## src/verilog/osc_trim_pkg.sv

```systemverilog
package osc_trim_pkg;

  // ===================================================================
  // register map (word offsets are byte addresses)
  // ===================================================================
  localparam logic [7:0] OFF_OSC_TRIM = 8'h00;
  localparam logic [7:0] OFF_CTRL = 8'h04;
  localparam logic [7:0] OFF_COUNT = 8'h08;
  localparam logic [7:0] OFF_CAPTURE = 8'h0C;
  localparam logic [7:0] OFF_IRQ_STATUS = 8'h10;
  localparam logic [7:0] OFF_IRQ_MASK = 8'h14;
  localparam logic [7:0] OFF_FACTORY = 8'h18;
  localparam logic [7:0] OFF_ADJUST = 8'h1C;

  // ===================================================================
  // fields
  // ===================================================================
  localparam int TRIM3_W = 3;
  localparam int TRIM4_W = 4;
  localparam int ADJ_W = 8;
  localparam int CNT_W = 16;
  localparam int CTRL_EN_BIT = 0;
  localparam int CTRL_PSC_LSB = 1;
  localparam int CTRL_FLT_LSB = 4;
  localparam int CTRL_CCO_BIT = 8;
  localparam int IRQ_OVF_BIT = 0;
  localparam int IRQ_CAP_BIT = 1;

  // ===================================================================
  // reset values
  // ===================================================================
  localparam logic [3:0] TRIM_RESET = 4'h0;
  localparam logic [1:0] PSC_RESET = 2'h0;
  localparam logic [3:0] FLT_RESET = 4'h3;
  localparam logic [1:0] IRQ_MASK_RESET = 2'h0;
  localparam logic [3:0] FLT_DEFAULT_SAMPLES = 4'h8;

  // ===================================================================
  // states
  // ===================================================================
  typedef enum logic [2:0] {
    ST_LOAD = 3'b001,
    ST_WAIT = 3'b010,
    ST_RUN = 3'b100
  } trim_state_t;

endpackage

```

## src/verilog/capture_link_if.sv

```systemverilog
`default_nettype none
interface capture_link_if;
  logic [3:0] filter_setting;
  logic raw_sync;
  logic filtered;
  modport ctl (output filter_setting, output raw_sync, input filtered);
  modport flt (input filter_setting, input raw_sync, output filtered);
endinterface
`default_nettype wire

```

## src/verilog/capture_filter.sv

```systemverilog
`default_nettype none
module capture_filter
  import osc_trim_pkg::*;
(
  input wire logic clk_i,
  input wire logic rst_i,
  capture_link_if.flt link
);

  // ===================================================================
  // sample counter filter
  // ===================================================================
  logic [4:0] run_q;
  logic [4:0] run_d;
  logic out_q;
  logic out_d;
  logic [4:0] need;

  // setting 0 passes every sample; setting n needs n+5 equal samples
  always_comb begin
    need = (link.filter_setting == 4'h0) ? 5'h01
         : 5'({1'b0, link.filter_setting} + 5'h05);
    out_d = out_q;
    run_d = run_q;
    if (link.raw_sync == out_q) begin
      run_d = 5'h00;
    end else if (5'(run_q + 5'h01) >= need) begin
      out_d = link.raw_sync;
      run_d = 5'h00;
    end else begin
      run_d = 5'(run_q + 5'h01);
    end
  end

  always_ff @(posedge clk_i) begin
    if (rst_i) begin
      run_q <= 5'h00;
      out_q <= 1'b0;
    end else begin
      run_q <= run_d;
      out_q <= out_d;
    end
  end

  assign link.filtered = out_q;

endmodule
`default_nettype wire

```

## src/verilog/osc_trim_capture.sv

```systemverilog
// The register addresses and register access over Wishbone were decided locally.
`default_nettype none
module osc_trim_capture
  import osc_trim_pkg::*;
(
  input wire logic clk_i,
  input wire logic rst_i,
  input wire logic [31:0] wb_adr_i,
  input wire logic [31:0] wb_dat_i,
  output logic [31:0] wb_dat_o,
  input wire logic [3:0] wb_sel_i,
  input wire logic wb_we_i,
  input wire logic wb_cyc_i,
  input wire logic wb_stb_i,
  output logic wb_ack_o,
  input wire logic trim_width_option_i,
  input wire logic [7:0] factory_trim_i,
  input wire logic factory_valid_i,
  output logic factory_rd_o,
  input wire logic capture_input_pin_i,
  output logic [7:0] osc_adjust_o,
  output logic clock_out_pin_o,
  output logic irq_o
);

  // ===================================================================
  // declarations
  // ===================================================================
  trim_state_t state_q;
  trim_state_t state_d;
  logic [7:0] factory_q;
  logic [7:0] factory_d;
  logic wide_q;
  logic wide_d;
  logic [3:0] trim_q;
  logic [3:0] trim_d;
  logic en_q;
  logic en_d;
  logic [1:0] psc_q;
  logic [1:0] psc_d;
  logic [3:0] flt_q;
  logic [3:0] flt_d;
  logic cco_q;
  logic cco_d;
  logic [1:0] irq_st_q;
  logic [1:0] irq_st_d;
  logic [1:0] irq_mask_q;
  logic [1:0] irq_mask_d;
  logic [CNT_W-1:0] cnt_q;
  logic [CNT_W-1:0] cnt_d;
  logic [CNT_W-1:0] cap_q;
  logic [CNT_W-1:0] cap_d;
  logic [2:0] edge_cnt_q;
  logic [2:0] edge_cnt_d;
  logic filt_prev_q;
  logic [7:0] adjust_q;
  logic [7:0] adjust_d;
  logic ack_q;
  logic [31:0] rdata_q;
  logic [31:0] rdata_d;
  logic [1:0] pin_sync_q;
  logic req;
  logic wr;
  logic wr_lane0;
  logic wr_lane1;
  logic rise;
  logic cap_evt;
  logic ovf_evt;
  logic [7:0] trim_ext;

  capture_link_if link ();

  // ===================================================================
  // helpers
  // ===================================================================
  function automatic logic hit(input logic [31:0] adr,
                               input logic [7:0] off);
    hit = (adr[7:2] == off[7:2]) && (adr[31:8] == 24'h000000);
  endfunction

  function automatic logic [2:0] psc_mask(input logic [1:0] sel);
    unique case (sel)
      2'h0: psc_mask = 3'h0;
      2'h1: psc_mask = 3'h1;
      2'h2: psc_mask = 3'h3;
      2'h3: psc_mask = 3'h7;
    endcase
  endfunction

  // ===================================================================
  // capture pin synchroniser and filter
  // ===================================================================
  always_ff @(posedge clk_i) begin
    if (rst_i) begin
      pin_sync_q <= 2'h0;
    end else begin
      pin_sync_q <= {pin_sync_q[0], capture_input_pin_i};
    end
  end

  assign link.raw_sync = pin_sync_q[1];
  assign link.filter_setting = flt_q;

  capture_filter u_filter (
    .clk_i(clk_i),
    .rst_i(rst_i),
    .link(link)
  );

  // ===================================================================
  // bus decode
  // ===================================================================
  assign req = wb_cyc_i && wb_stb_i && !ack_q;
  assign wr = req && wb_we_i;
  assign wr_lane0 = wr && wb_sel_i[0];
  assign wr_lane1 = wr && wb_sel_i[1];

  // ===================================================================
  // factory load sequence
  // ===================================================================
  always_comb begin
    state_d = state_q;
    factory_d = factory_q;
    wide_d = wide_q;
    unique case (state_q)
      ST_LOAD: begin
        state_d = ST_WAIT;
      end
      ST_WAIT: begin
        if (factory_valid_i) begin
          factory_d = factory_trim_i;
          wide_d = trim_width_option_i;
          state_d = ST_RUN;
        end
      end
      ST_RUN: begin
        state_d = ST_RUN;
      end
      default: begin
        state_d = ST_LOAD;
      end
    endcase
  end

  always_ff @(posedge clk_i) begin
    if (rst_i) begin
      state_q <= ST_LOAD;
      factory_q <= 8'h00;
      wide_q <= 1'b0;
    end else begin
      state_q <= state_d;
      factory_q <= factory_d;
      wide_q <= wide_d;
    end
  end

  assign factory_rd_o = (state_q == ST_WAIT);

  // ===================================================================
  // trim and adjustment
  // ===================================================================
  // sign-extend the active field
  assign trim_ext = wide_q ? {{4{trim_q[3]}}, trim_q}
                           : {{5{trim_q[2]}}, trim_q[2:0]};

  always_comb begin
    trim_d = trim_q;
    if (wr_lane0 && hit(wb_adr_i, OFF_OSC_TRIM)) begin
      trim_d = wide_q ? wb_dat_i[3:0]
                      : {1'b0, wb_dat_i[2:0]};
    end
    // oscillator runs slower as the adjustment grows
    adjust_d = 8'(factory_q + trim_ext);
    if (state_q != ST_RUN) begin
      adjust_d = factory_q;
    end
  end

  always_ff @(posedge clk_i) begin
    if (rst_i) begin
      trim_q <= TRIM_RESET;
      adjust_q <= 8'h00;
    end else begin
      trim_q <= trim_d;
      adjust_q <= adjust_d;
    end
  end

  assign osc_adjust_o = adjust_q;

  // ===================================================================
  // timer, prescaler, capture
  // ===================================================================
  assign rise = link.filtered && !filt_prev_q;
  assign cap_evt = en_q && rise
                && ((edge_cnt_q & psc_mask(psc_q)) == 3'h0);
  assign ovf_evt = en_q && (cnt_q == 16'hFFFF);

  always_comb begin
    cnt_d = cnt_q;
    cap_d = cap_q;
    edge_cnt_d = edge_cnt_q;
    if (en_q) begin
      cnt_d = 16'(cnt_q + 16'h0001);
    end
    if (en_q && rise) begin
      edge_cnt_d = 3'(edge_cnt_q + 3'h1);
    end
    if (!en_q) begin
      edge_cnt_d = 3'h0;
    end
    if (cap_evt) begin
      cap_d = cnt_q;
    end
  end

  always_ff @(posedge clk_i) begin
    if (rst_i) begin
      cnt_q <= 16'h0000;
      cap_q <= 16'h0000;
      edge_cnt_q <= 3'h0;
      filt_prev_q <= 1'b0;
    end else begin
      cnt_q <= cnt_d;
      cap_q <= cap_d;
      edge_cnt_q <= edge_cnt_d;
      filt_prev_q <= link.filtered;
    end
  end

  // ===================================================================
  // control and interrupt registers
  // ===================================================================
  always_comb begin
    en_d = en_q;
    psc_d = psc_q;
    flt_d = flt_q;
    cco_d = cco_q;
    irq_mask_d = irq_mask_q;
    irq_st_d = irq_st_q;
    if (wr_lane0 && hit(wb_adr_i, OFF_CTRL)) begin
      en_d = wb_dat_i[CTRL_EN_BIT];
      psc_d = wb_dat_i[CTRL_PSC_LSB +: 2];
      flt_d = wb_dat_i[CTRL_FLT_LSB +: 4];
    end
    if (wr_lane1 && hit(wb_adr_i, OFF_CTRL)) begin
      cco_d = wb_dat_i[CTRL_CCO_BIT];
    end
    if (wr_lane0 && hit(wb_adr_i, OFF_IRQ_MASK)) begin
      irq_mask_d = wb_dat_i[1:0];
    end
    if (wr_lane0 && hit(wb_adr_i, OFF_IRQ_STATUS)) begin
      irq_st_d = irq_st_q & ~wb_dat_i[1:0];
    end
    // set wins over a same-cycle clear
    if (ovf_evt) begin
      irq_st_d[IRQ_OVF_BIT] = 1'b1;
    end
    if (cap_evt) begin
      irq_st_d[IRQ_CAP_BIT] = 1'b1;
    end
  end

  always_ff @(posedge clk_i) begin
    if (rst_i) begin
      en_q <= 1'b0;
      psc_q <= PSC_RESET;
      flt_q <= FLT_RESET;
      cco_q <= 1'b0;
      irq_mask_q <= IRQ_MASK_RESET;
      irq_st_q <= 2'h0;
    end else begin
      en_q <= en_d;
      psc_q <= psc_d;
      flt_q <= flt_d;
      cco_q <= cco_d;
      irq_mask_q <= irq_mask_d;
      irq_st_q <= irq_st_d;
    end
  end

  assign irq_o = |(irq_st_q & irq_mask_q);
  assign clock_out_pin_o = cco_q & clk_i;

  // ===================================================================
  // read data and acknowledge
  // ===================================================================
  always_comb begin
    rdata_d = 32'h00000000;
    if (hit(wb_adr_i, OFF_OSC_TRIM)) begin
      rdata_d = wide_q ? {28'h0, trim_q}
                       : {29'h0, trim_q[2:0]};
    end else if (hit(wb_adr_i, OFF_CTRL)) begin
      rdata_d = {23'h0, cco_q, flt_q, 1'b0, psc_q, en_q};
    end else if (hit(wb_adr_i, OFF_COUNT)) begin
      rdata_d = {16'h0000, cnt_q};
    end else if (hit(wb_adr_i, OFF_CAPTURE)) begin
      rdata_d = {16'h0000, cap_q};
    end else if (hit(wb_adr_i, OFF_IRQ_STATUS)) begin
      rdata_d = {30'h0, irq_st_q};
    end else if (hit(wb_adr_i, OFF_IRQ_MASK)) begin
      rdata_d = {30'h0, irq_mask_q};
    end else if (hit(wb_adr_i, OFF_FACTORY)) begin
      rdata_d = {23'h0, wide_q, factory_q};
    end else if (hit(wb_adr_i, OFF_ADJUST)) begin
      rdata_d = {24'h000000, adjust_q};
    end
  end

  always_ff @(posedge clk_i) begin
    if (rst_i) begin
      ack_q <= 1'b0;
      rdata_q <= 32'h00000000;
    end else begin
      ack_q <= req;
      rdata_q <= req ? rdata_d : rdata_q;
    end
  end

  assign wb_ack_o = ack_q;
  assign wb_dat_o = rdata_q;

endmodule
`default_nettype wire

```

## config.mk

```make
export PLATFORM = sky130hd
export DESIGN_NAME = osc_trim_capture
export DESIGN_NICKNAME = d
export VERILOG_FILES = /design/src/verilog/osc_trim_pkg.sv /design/src/verilog/capture_link_if.sv /design/src/verilog/capture_filter.sv /design/src/verilog/osc_trim_capture.sv
export SDC_FILE = /design/constraint.sdc
export NUM_CORES = 1
export LEC_CHECK = 0
export ABC_AREA = 1
export BUFFER_PORTS_ARGS = -buffer_cell sky130_fd_sc_hd__buf_2
export CORE_MARGIN = 2
export CORE_UTILIZATION = 40
export CTS_CLUSTER_SIZE = 12
export DETAILED_ROUTE_END_ITERATION = 10
export PLACE_DENSITY = 0.71
export SETUP_SLACK_MARGIN = 0.5
export SYNTH_ARGS = -nofsm -noshare
export SYNTH_HDL_FRONTEND = slang
export SYNTH_SLANG_ARGS = --single-unit
export TNS_END_PERCENT = 10
```

## constraint.sdc

```tcl
create_clock -name clk_i -period 3.7 [get_ports clk_i]
set_input_delay 0.74 -clock clk_i [delete_from_list [all_inputs] [get_ports clk_i]]
set_output_delay 0.74 -clock clk_i [all_outputs]
set_load 0.005 [all_outputs]
```

==> reports/metrics.cfg, run 1 <==
[synthesis]
async_reset_ff_share_pct = 0
synth_seq_area_share_pct = 39.65
yosysWarnings = 0
synth_ff_type = dfxtp_1
netlist_area_um2 = 4897
synth_top_area_cell = dfxtp_1
synth-edff-count = 0
ys_types = 41
synth_top_area_share_pct = 39.65
ys_ff_latch = 97
synthCells = 661
syn_avg_cell_area_um2 = 7.409
synth_area_leaders = dfxtp_1 (40%), a21oi_1 (8.6%), o21ai_0 (8.1%), inv_1 (6.8%), nand2_1 (6.3%)
yosys-top-cells-count = dfxtp_1 (97), inv_1 (89), a21oi_1 (84)
yosysMostFrequentCell = dfxtp_1

[routing]
dr.pass1.iters = 5
vias_per_cell = 5.004
drc = 0
ant_nets = 0
drt_iter0_drc = 329
via_count = 4489
wl_per_cell_um = 13.38
wl_um = 12010

[sta]
clock_skew_ps = 11.39
slew_violations = 0
setup_viol = 0
holdWs_ps = 401.8
tightest_slew_ps = 510.0
slew_headroom_pct = 65.82
post-route-worst-setup-slack_ps = 663.9
finalSetupTns_ps = 0
finalHoldViolCount = 0
rsz0062_at_grt = no

[global_route]
grt_pass1_vias = 4161
antenna_found_initial = 0
grt_pass1_wl_um = 19780
grt_max_degree = 61
grt-ovfl-total = 0
grt_usage_pct = 19.37

[power]
p_leak_nw = 2.431
intPower_mw = 1.759
power.share.combinational_pct = 7.6
peakVddDrop_v = 0.0002949
swShare_pct = 25.81
p_sw_mw = 0.6119
p_seq_share_pct = 46.5
clock_power_share_pct = 46.0
powerDensity_nw_per_um2 = 410.8

[worst_setup_path]
end_kind = primary output
rrSetupSlack_ps = 1250
cp.required_ps = 2960
critical_path_arrival_ps = 2300
crit_buf_inv = 4
reg2regPathDepth = 10
cp_max_fo = 2
worstPathCellList = clkbuf_16 > clkbuf_16 > nand2_1 > inv_1 > buf_2
worstSetupPathType = clk2out
worstReg2RegEnd = osc_adjust_o[6]
cp_slowest_cell = clkbuf_16
crit-reg2reg-launch = wide_q
cp-start-kind = clock port
cp_top_family = buffers and inverters
crit_path_frequent_cell = clkbuf_16
cp_slowest_stage_delay_ps = 130

[layout]
areaGrowthSynthToFinish_pct = 17.83
drive_gt1_share_pct = 18.53
nets = 847
nFillCells = 1205
final_area_um2 = 5771
antenna_cells = 0

[floorplanning]
core-area_um2 = 11960
io_pins = 128
die_area_um2 = 13140
die_x_um = 114.7
fp.dieH_um = 114.7
fp-row-count = 40
initial_core_util_pct = 40.94

[placed_design]
placed_area_um2 = 5403
gp_congestion = 0.8541
dp_hpwl_um = 8592
numPortBuffers = 84
dp_slack_ps = 933.1

[min_path]
min_to = pin_sync_q[1]
hold_depth = 2
hp-class = reg2reg
min-delay-start = pin_sync_q[0]

[clock_tree]
clk_pin_slew_ps = 70
cts_tree = built
cts.repair.resized = 0
postCtsSetupBuffers = 0
clkLatencyLatePin_ps = 460
holdBufCountCts = 0

[outcome]
outcome = completed

[run]
cap_viol_max_count = 0

[area by class of cell]
type                       instances  area, µm²  share of cell area [%]
timing repair buffer              88      452.9                   7.849
multi-input combinational        452       2470                   42.80
tap                              147      183.9                   3.187
clock buffer                      13      305.3                   5.291
clock inverter                     8      71.32                   1.236
inverter                          92      345.3                   5.984
sequential                        97       1942                   33.65
[power groups by stage]
| stage | Combinational (mW) | Clock [mW] | Sequential (mW) |
|---|---|---|---|
| finish | 0.179 | 1.09 | 1.10 |
| global route | 0.207 | 1.15 | 1.11 |
| CTS | 0.180 | 1.10 | 1.10 |
[worst max-delay path by stage]
stage / from / to / slack [ps] / cells past startpoint
3_3_place_gp: clk_i / clock_out_pin_o / 930 / 3
3_5_place_dp: clk_i / clock_out_pin_o / 930 / 3
6_report: clk_i / clock_out_pin_o / 660 / 5
4_1_cts: clk_i / clock_out_pin_o / 650 / 5
5_1_grt: clk_i / clock_out_pin_o / 640 / 5
2_1_floorplan: clk_i / clock_out_pin_o / 1030 / 2
[routing by layer]
metal	vias up	share of wire (%)	global-route usage [%]
li1	2336	-	-
met1	1949	47	25.47
met2	188	43	29.63
met3	16	8.5	6.035
met4	0	1.7	7.561
met5	-	0	0
[worst min-delay path: stages, from the launching register on]
cell	delay [ps]
dfxtp_1	300
inv_1	40
nor2_1	30
[sequential cells by signal, summed over array words and instances (netlist names)]
signal and flops:
wb_dat_o 16, irq_st_q 2, factory_q 8, cap_q 16
wb_ack_o 1, osc_adjust_o 8, state_q 3, cco_q 1
edge_cnt_q 3, u_filter.run_q 5, filt_prev_q 1, flt_q 4
en_q 1, u_filter.link.filtered 1, cnt_q 16, psc_q 2
irq_mask_q 2, wide_q 1, pin_sync_q 2, trim_q 4
[through the flow]
| step | instances | utilization [%] | power [mW] |
|---|---|---|---|
| final | 897 | 48.24 | 2.371 |
| after floorplan | 676 | - | 1.239 |
| after detailed placement | 878 | 45.17 | 1.304 |
| after global routing | 897 | 48.24 | 2.468 |
| after CTS | 897 | 48.24 | 2.385 |
| after global placement | 878 | 45.17 | 1.300 |
[cells in the final DEF, fill, tap and decap left out, types with 5 or more instances in the layout]
cell and count:
buf_2 84, xor2_1 6, ha_1 17, dfxtp_1 97, o22ai_1 5, nand4_1 8, nor2_4 8, o21ai_0 79
nand2_1 82, nor3_1 13, o21a_1 6, a21oi_1 84, inv_1 89, conb_1 16, o211ai_1 9, nand2_2 5
nand3_1 23, clkbuf_16 12, buf_4 5, nor2_1 55, nor2_2 6
[logic make-up after synthesis]
| kind of cell | synth area share (%) |
|---|---|
| other | 0.07657 |
| AOI/OAI and AO/OA | 21.59 |
| and+or+nand+nor | 20.72 |
| adders and majority gates | 4.752 |
| buffers and inverters | 11.19 |
| muxes | 0.2299 |
| xor gates and xnor gates | 1.788 |
| DFF | 39.65 |
Note: power is estimated with default switching activity, not from simulation.
==> inputs of run 2 (changes only) <==
- PLACE_DENSITY: 0.71 -> 0.74
- clock period: 3.7 -> 2.6 ns (I/O delays scaled with it)
==> run 2 against run 1 <==
Count of clock-buffer cells in the layout stayed put. Setup slack worse by 310 ps. First-iteration DRC count fell by 27%. Global-route usage down 0.80 points. Register-to-register slack got worse by 780 ps. Clock skew shrank 4.6 ps. Combinational power up 49%. Non-clock buffer count rose by 5. Via count increased by 1.7%. Critical path depth stayed put. Critical path type unchanged. Largest cell class unchanged. Largest power group is now the clock network.
==> reports/metrics.cfg, run 2 (synthesis results as in run 1) <==
[layout]
nets = 852  ; +0.59%
mostFrequentLayoutCells = dfxtp_1 (95), inv_1 (87), a21oi_1 (84), buf_2 (84), nand2_1 (81)
antenna_cells = 0  ; unchanged
final_common_cell = dfxtp_1
final_area_um2 = 5873  ; +1.8%
areaGrowthSynthToFinish_pct = 19.93
nFillCells = 1172  ; -2.7%
drive_gt1_share_pct = 20.40  ; +1.9 points
finalNonFillerCells = 902  ; +0.56%

[routing]
drc = 0  ; unchanged
wl_per_cell_um = 13.32  ; -0.51%
wl_um = 12010  ; about the same
via_count = 4566  ; +1.7%
ant_nets = 0  ; unchanged
dr.pass1.iters = 5  ; unchanged
drt_iter0_drc = 239  ; -27%
vias_per_cell = 5.062  ; +1.2%

[worst_setup_path]
crit_path_frequent_cell = clkbuf_16
worstPathCellList = clkbuf_16 > clkbuf_16 > nand2_4 > inv_2 > buf_2
end_kind = primary output
cp_top_family = buffers and inverters
cp_slowest_stage_delay_ps = 130  ; about the same
critical_path_arrival_ps = 1730  ; -570 ps
crit_buf_inv = 4  ; unchanged
cp-start-kind = clock port
worstSetupPathType = clk2out
cp.required_ps = 2080  ; -880 ps
cp_slowest_cell = clkbuf_16
cp_max_fo = 2  ; unchanged

[sta]
finalHoldViolCount = 0  ; unchanged
rsz0062_at_grt = yes
finalSetupTns_ps = 0  ; unchanged
tightest_slew_ps = 565.2  ; +55.24 ps
setup_viol = 0  ; unchanged
slew_headroom_pct = 62.32  ; -3.5 points
slew_violations = 0  ; unchanged
clock_skew_ps = 6.781  ; -4.605 ps

[global_route]
grt_max_degree = 61  ; unchanged
antenna_found_initial = 0  ; unchanged
grt_usage_pct = 18.57  ; -0.80 points
grt_pass1_wl_um = 18750  ; -5.2%
grt_pass1_vias = 4034  ; -3.1%
grt-ovfl-total = 0  ; unchanged

[placed_design]
dp_hpwl_um = 8634  ; +0.49%
dp_cells = 883  ; +0.57%
gp_congestion = 0.8655  ; +1.3%
placed_area_um2 = 5440  ; +0.69%
numPortBuffers = 84  ; unchanged

[floorplanning]
die_x_um = 114.7  ; unchanged
fp.dieH_um = 114.7  ; unchanged
core-area_um2 = 11960  ; unchanged
fp-row-count = 40  ; unchanged
die_area_um2 = 13140  ; unchanged
io_pins = 128  ; unchanged
initial_core_util_pct = 40.94  ; unchanged

[clock_tree]
holdBufCountCts = 0  ; unchanged
cts_tree = built
clk_pin_slew_ps = 70  ; about the same
clkLatencyLatePin_ps = 460  ; about the same

[power]
powerDensity_nw_per_um2 = 587.0  ; +43%
p_leak_nw = 2.469  ; +1.6%
peakVddDrop_v = 0.0003105  ; +5.3%

[outcome]
outcome = completed

[min_path]
hp-class = in2reg

[run]
cap_viol_max_count = 0  ; unchanged

[run 2: cell count changes in the layout (fill, tap and decap cells not counted), sizes merged]
| cell | before | now |
|---|---|---|
| buf | 89 | 94 |
| bufinv | 0 | 1 |
| clkinv | 3 | 4 |
| clkinvlp | 1 | 0 |
| inv | 96 | 95 |
[run 2: repair_timing]
action                                  in CTS  in global routing
buffers inserted                             0                  0
hold endpoints to repair                     0                  0
gates resized for setup                      3                 11
endpoints found under the setup margin       8                  9
pin swaps                                    1                  1
[run 2: power by group]
| part | internal [mW] | total, mW | leakage, nW | switching (mW) |
|---|---|---|---|---|
| sequential | 1.53 | 1.56 | 0.783 | 0.0366 |
| combinational | 0.105 | 0.267 | 1.48 | 0.162 |
| clock | 0.962 | 1.62 | 0.211 | 0.654 |
[run 2: through the flow]
step | hold slack [ps] | utilization [%] | total power, mW | setup slack (ps)
after floorplan | 388.3 | - | 1.763 | 520.3
after global placement | 390.7 | 45.48 | 1.854 | 273.8
after detailed placement | 397.9 | 45.48 | 1.860 | 266.7
after CTS | 263.4 | 48.76 | 3.457 | 337.1
after global routing | 275.3 | 49.10 | 3.575 | 329.1
final | 267.4 | 49.10 | 3.447 | 351.4
[run 2: worst register-to-register path, stage by stage, from the launching register on]
cell	delay [ps]
dfxtp_4	370
inv_1	60
ha_2	190
nand3_2	70
nand2_1	50
ha_1	260
o21a_1	180
o21a_1	170
o21a_1	160
o21ai_1	110
nand2_1	70
inv_2	80
nand3_4	100
nor3_2	190
[run 2: final cells by class]
class	instances	area [µm²]	share of cell area, %
multi-input combinational	452	2515	42.82
sequential	97	1947	33.15
timing repair buffer	93	490.5	8.351
inverter	92	345.3	5.880
clock buffer	13	305.3	5.198
tap	147	183.9	3.132
clock inverter	8	86.33	1.470
[run 2: worst paths after layout]
| check | from | end | slack [ps] | depth (start not counted) |
|---|---|---|---|---|
| worst max-delay path | clk_i | clock_out_pin_o | 350 | 5 |
| worst min-delay path | capture_input_pin_i | pin_sync_q[0] | 270 | 3 |
| worst max register to register | flt_q[0] | u_filter.run_q[2] | 470 | 13 |
| worst min register to register | pin_sync_q[0] | pin_sync_q[1] | 410 | 2 |
[run 2: per-layer routing]
| metal | track usage (%) | share of wire (%) | vias up |
|---|---|---|---|
| met5 | 0 | 0 | - |
| met4 | 8.049 | 2.5 | 0 |
| met3 | 6.088 | 8.3 | 22 |
| met2 | 29.27 | 43 | 175 |
| met1 | 23.18 | 46 | 2017 |
| li1 | - | - | 2352 |
==> inputs of run 3 (changes only) <==
- CORE_UTILIZATION: 40 -> 45
- GPL_ROUTABILITY_DRIVEN: not set -> 0
- PLACE_DENSITY: 0.74 -> 0.78
- clock period: 2.6 -> 2.3 ns (I/O delays scaled with it)
==> run 3 against run 2 <==
Worst hold slack worse by 82 ps. Total power down 1.4%. Sequential cell count unchanged. Largest power group is now registers.
==> reports/metrics.cfg, run 3 (synthesis results as in run 1) <==
[layout]
drive_gt1_share_pct = 23.49  ; +3.1 points
nFillCells = 1066  ; -9.0%
nets = 859  ; +0.82%
regArea_um2 = 1952  ; +0.26%
final_util_pct = 54.98  ; +5.9 points
multiInputGateArea_um2 = 2619  ; +4.1%
final_common_cell = dfxtp_1
antenna_cells = 0  ; unchanged
areaGrowthSynthToFinish_pct = 20.64
mostFrequentLayoutCells = dfxtp_1 (91), inv_1 (86), buf_2 (84)

[floorplanning]
die_x_um = 108.3  ; -5.5%
io_pins = 128  ; unchanged
initial_core_util_pct = 45.58  ; +4.6 points
die_area_um2 = 11730  ; -11%
core-area_um2 = 10750  ; -10%
fp.dieH_um = 108.3  ; -5.5%
fp-row-count = 38  ; -5.0%

[worst_setup_path]
worstReg2RegEnd = u_filter.run_q[2]
worstPathCellList = clkbuf_8 > clkbuf_8 > nand2_2 > inv_1 > buf_2
cp_slowest_cell = clkbuf_8
crit-reg2reg-launch = flt_q[0]
rrSetupSlack_ps = 290  ; -180 ps
crit_path_frequent_cell = clkbuf_8
cp_slowest_stage_delay_ps = 120  ; about the same
reg2regPathDepth = 13  ; unchanged
cp_top_family = buffers and inverters
critical_path_arrival_ps = 1570  ; -160 ps
cp-start-kind = clock port
cp.required_ps = 1840  ; -240 ps
cp_max_fo = 2  ; unchanged
end_kind = primary output
crit_buf_inv = 4  ; unchanged
worstSetupPathType = clk2out

[clock_tree]
holdBufCountCts = 0  ; unchanged
clkLatencyLatePin_ps = 470  ; about the same
clk_pin_slew_ps = 100  ; +30 ps
cts_tree = built

[sta]
min_period_ps = 2026
fmaxAchievable_mhz = 498.4
slew_violations = 0  ; unchanged
clock_skew_ps = 13.04  ; +6.259 ps
setup_viol = 0  ; unchanged
rsz0062_at_grt = yes
finalSetupTns_ps = 0  ; unchanged
slew_headroom_pct = 65.22  ; +2.9 points
holdWs_ps = 185.9  ; -81.52 ps
tightest_slew_ps = 520.5  ; -44.71 ps
finalHoldViolCount = 0  ; unchanged
post-route-period-util_pct = 88.10

[power]
peakVddDrop_v = 0.0002635  ; -15%
powerDensity_nw_per_um2 = 575.4  ; -2.0%
finalPower_mw = 3.399  ; -1.4%
p_leak_nw = 2.423  ; -1.9%

[placed_design]
dp_hpwl_um = 8524  ; -1.3%
numPortBuffers = 84  ; unchanged

[global_route]
grt_max_degree = 57  ; -6.6%
grt_pass1_wl_um = 19140  ; +2.1%
grt-ovfl-total = 0  ; unchanged
grt_pass1_vias = 4191  ; +3.9%
antenna_found_initial = 0  ; unchanged
grt_usage_pct = 21.12  ; +2.6 points

[min_path]
hold_depth = 3  ; unchanged
min-delay-start = capture_input_pin_i
min_to = pin_sync_q[0]
hp-class = in2reg

[routing]
ant_nets = 0  ; unchanged
wl_um = 12030  ; +0.16%
via_count = 4661  ; +2.1%
drc = 0  ; unchanged
drt_iter0_drc = 289  ; +21%
dr.pass1.iters = 5  ; unchanged
wl_per_cell_um = 13.34  ; +0.16%
vias_per_cell = 5.167  ; +2.1%

[outcome]
outcome = completed

[run]
cap_viol_max_count = 0  ; unchanged

run 3: per-stage QoR:
| step | cells | area (µm²) | setup slack, ps |
|---|---|---|---|
| floorplan | 676 | 4991 | 378.5 |
| detailed placement | 877 | 5489 | 161.5 |
| global placement | 877 | 5489 | 197.0 |
| CTS | 899 | 5778 | 264.3 |
| finish | 902 | 5908 | 273.6 |
| global route | 902 | 5908 | 136.4 |
run 3: tightest hold or removal path: stages:
cell	delay, ps
buf_2	90
inv_1	40
nor2_1	30
run 3: cell type report:
type / count / share of cell area (%)
Multi-Input combinational cell: 452 / 44.32
Sequential cell: 97 / 33.04
Timing Repair Buffer: 100 / 9.403
Inverter: 92 / 5.887
Tap cell: 140 / 2.965
Clock buffer: 13 / 2.880
Clock inverter: 8 / 1.504
run 3: worst max path at each step:
stage	startpoint	to	slack, ps	cells past startpoint
floorplan	flt_q[0]	u_filter.run_q[2]	380	13
global placement	wb_adr_i[29]	wb_dat_o[6]	200	12
detailed placement	wb_adr_i[29]	wb_dat_o[6]	160	12
CTS	clk_i	clock_out_pin_o	260	5
global route	flt_q[0]	u_filter.run_q[2]	140	13
finish	clk_i	clock_out_pin_o	270	5
run 3: power by group:
| part | switching, mW | total [mW] | leakage, nW | internal, mW |
|---|---|---|---|---|
| clock | 0.683 | 1.32 | 0.139 | 0.638 |
| sequential | 0.0413 | 1.77 | 0.785 | 1.73 |
| combinational | 0.181 | 0.309 | 1.50 | 0.128 |
| total | 0.906 | 3.40 | 2.42 | 2.49 |
run 3: what timing repair did:
| action | in CTS | in global routing |
|---|---|---|
| pin swaps | 2 | 5 |
| resized for setup | 5 | 25 |
| setup endpoints to repair | 14 | 39 |
| setup buffers | 3 | 3 |
run 3: per-layer routing:
| metal | GRT usage, % | share of wire, % | wire (µm) | vias to the layer above |
|---|---|---|---|---|
| met5 | 0 | 0 | 0 | - |
| met4 | 8.516 | 2.0 | 236 | 0 |
| met3 | 6.088 | 7.6 | 914 | 20 |
| met2 | 34.73 | 46 | 5593 | 159 |
| met1 | 26.02 | 44 | 5285 | 2117 |
| li1 | - | - | - | 2365 |
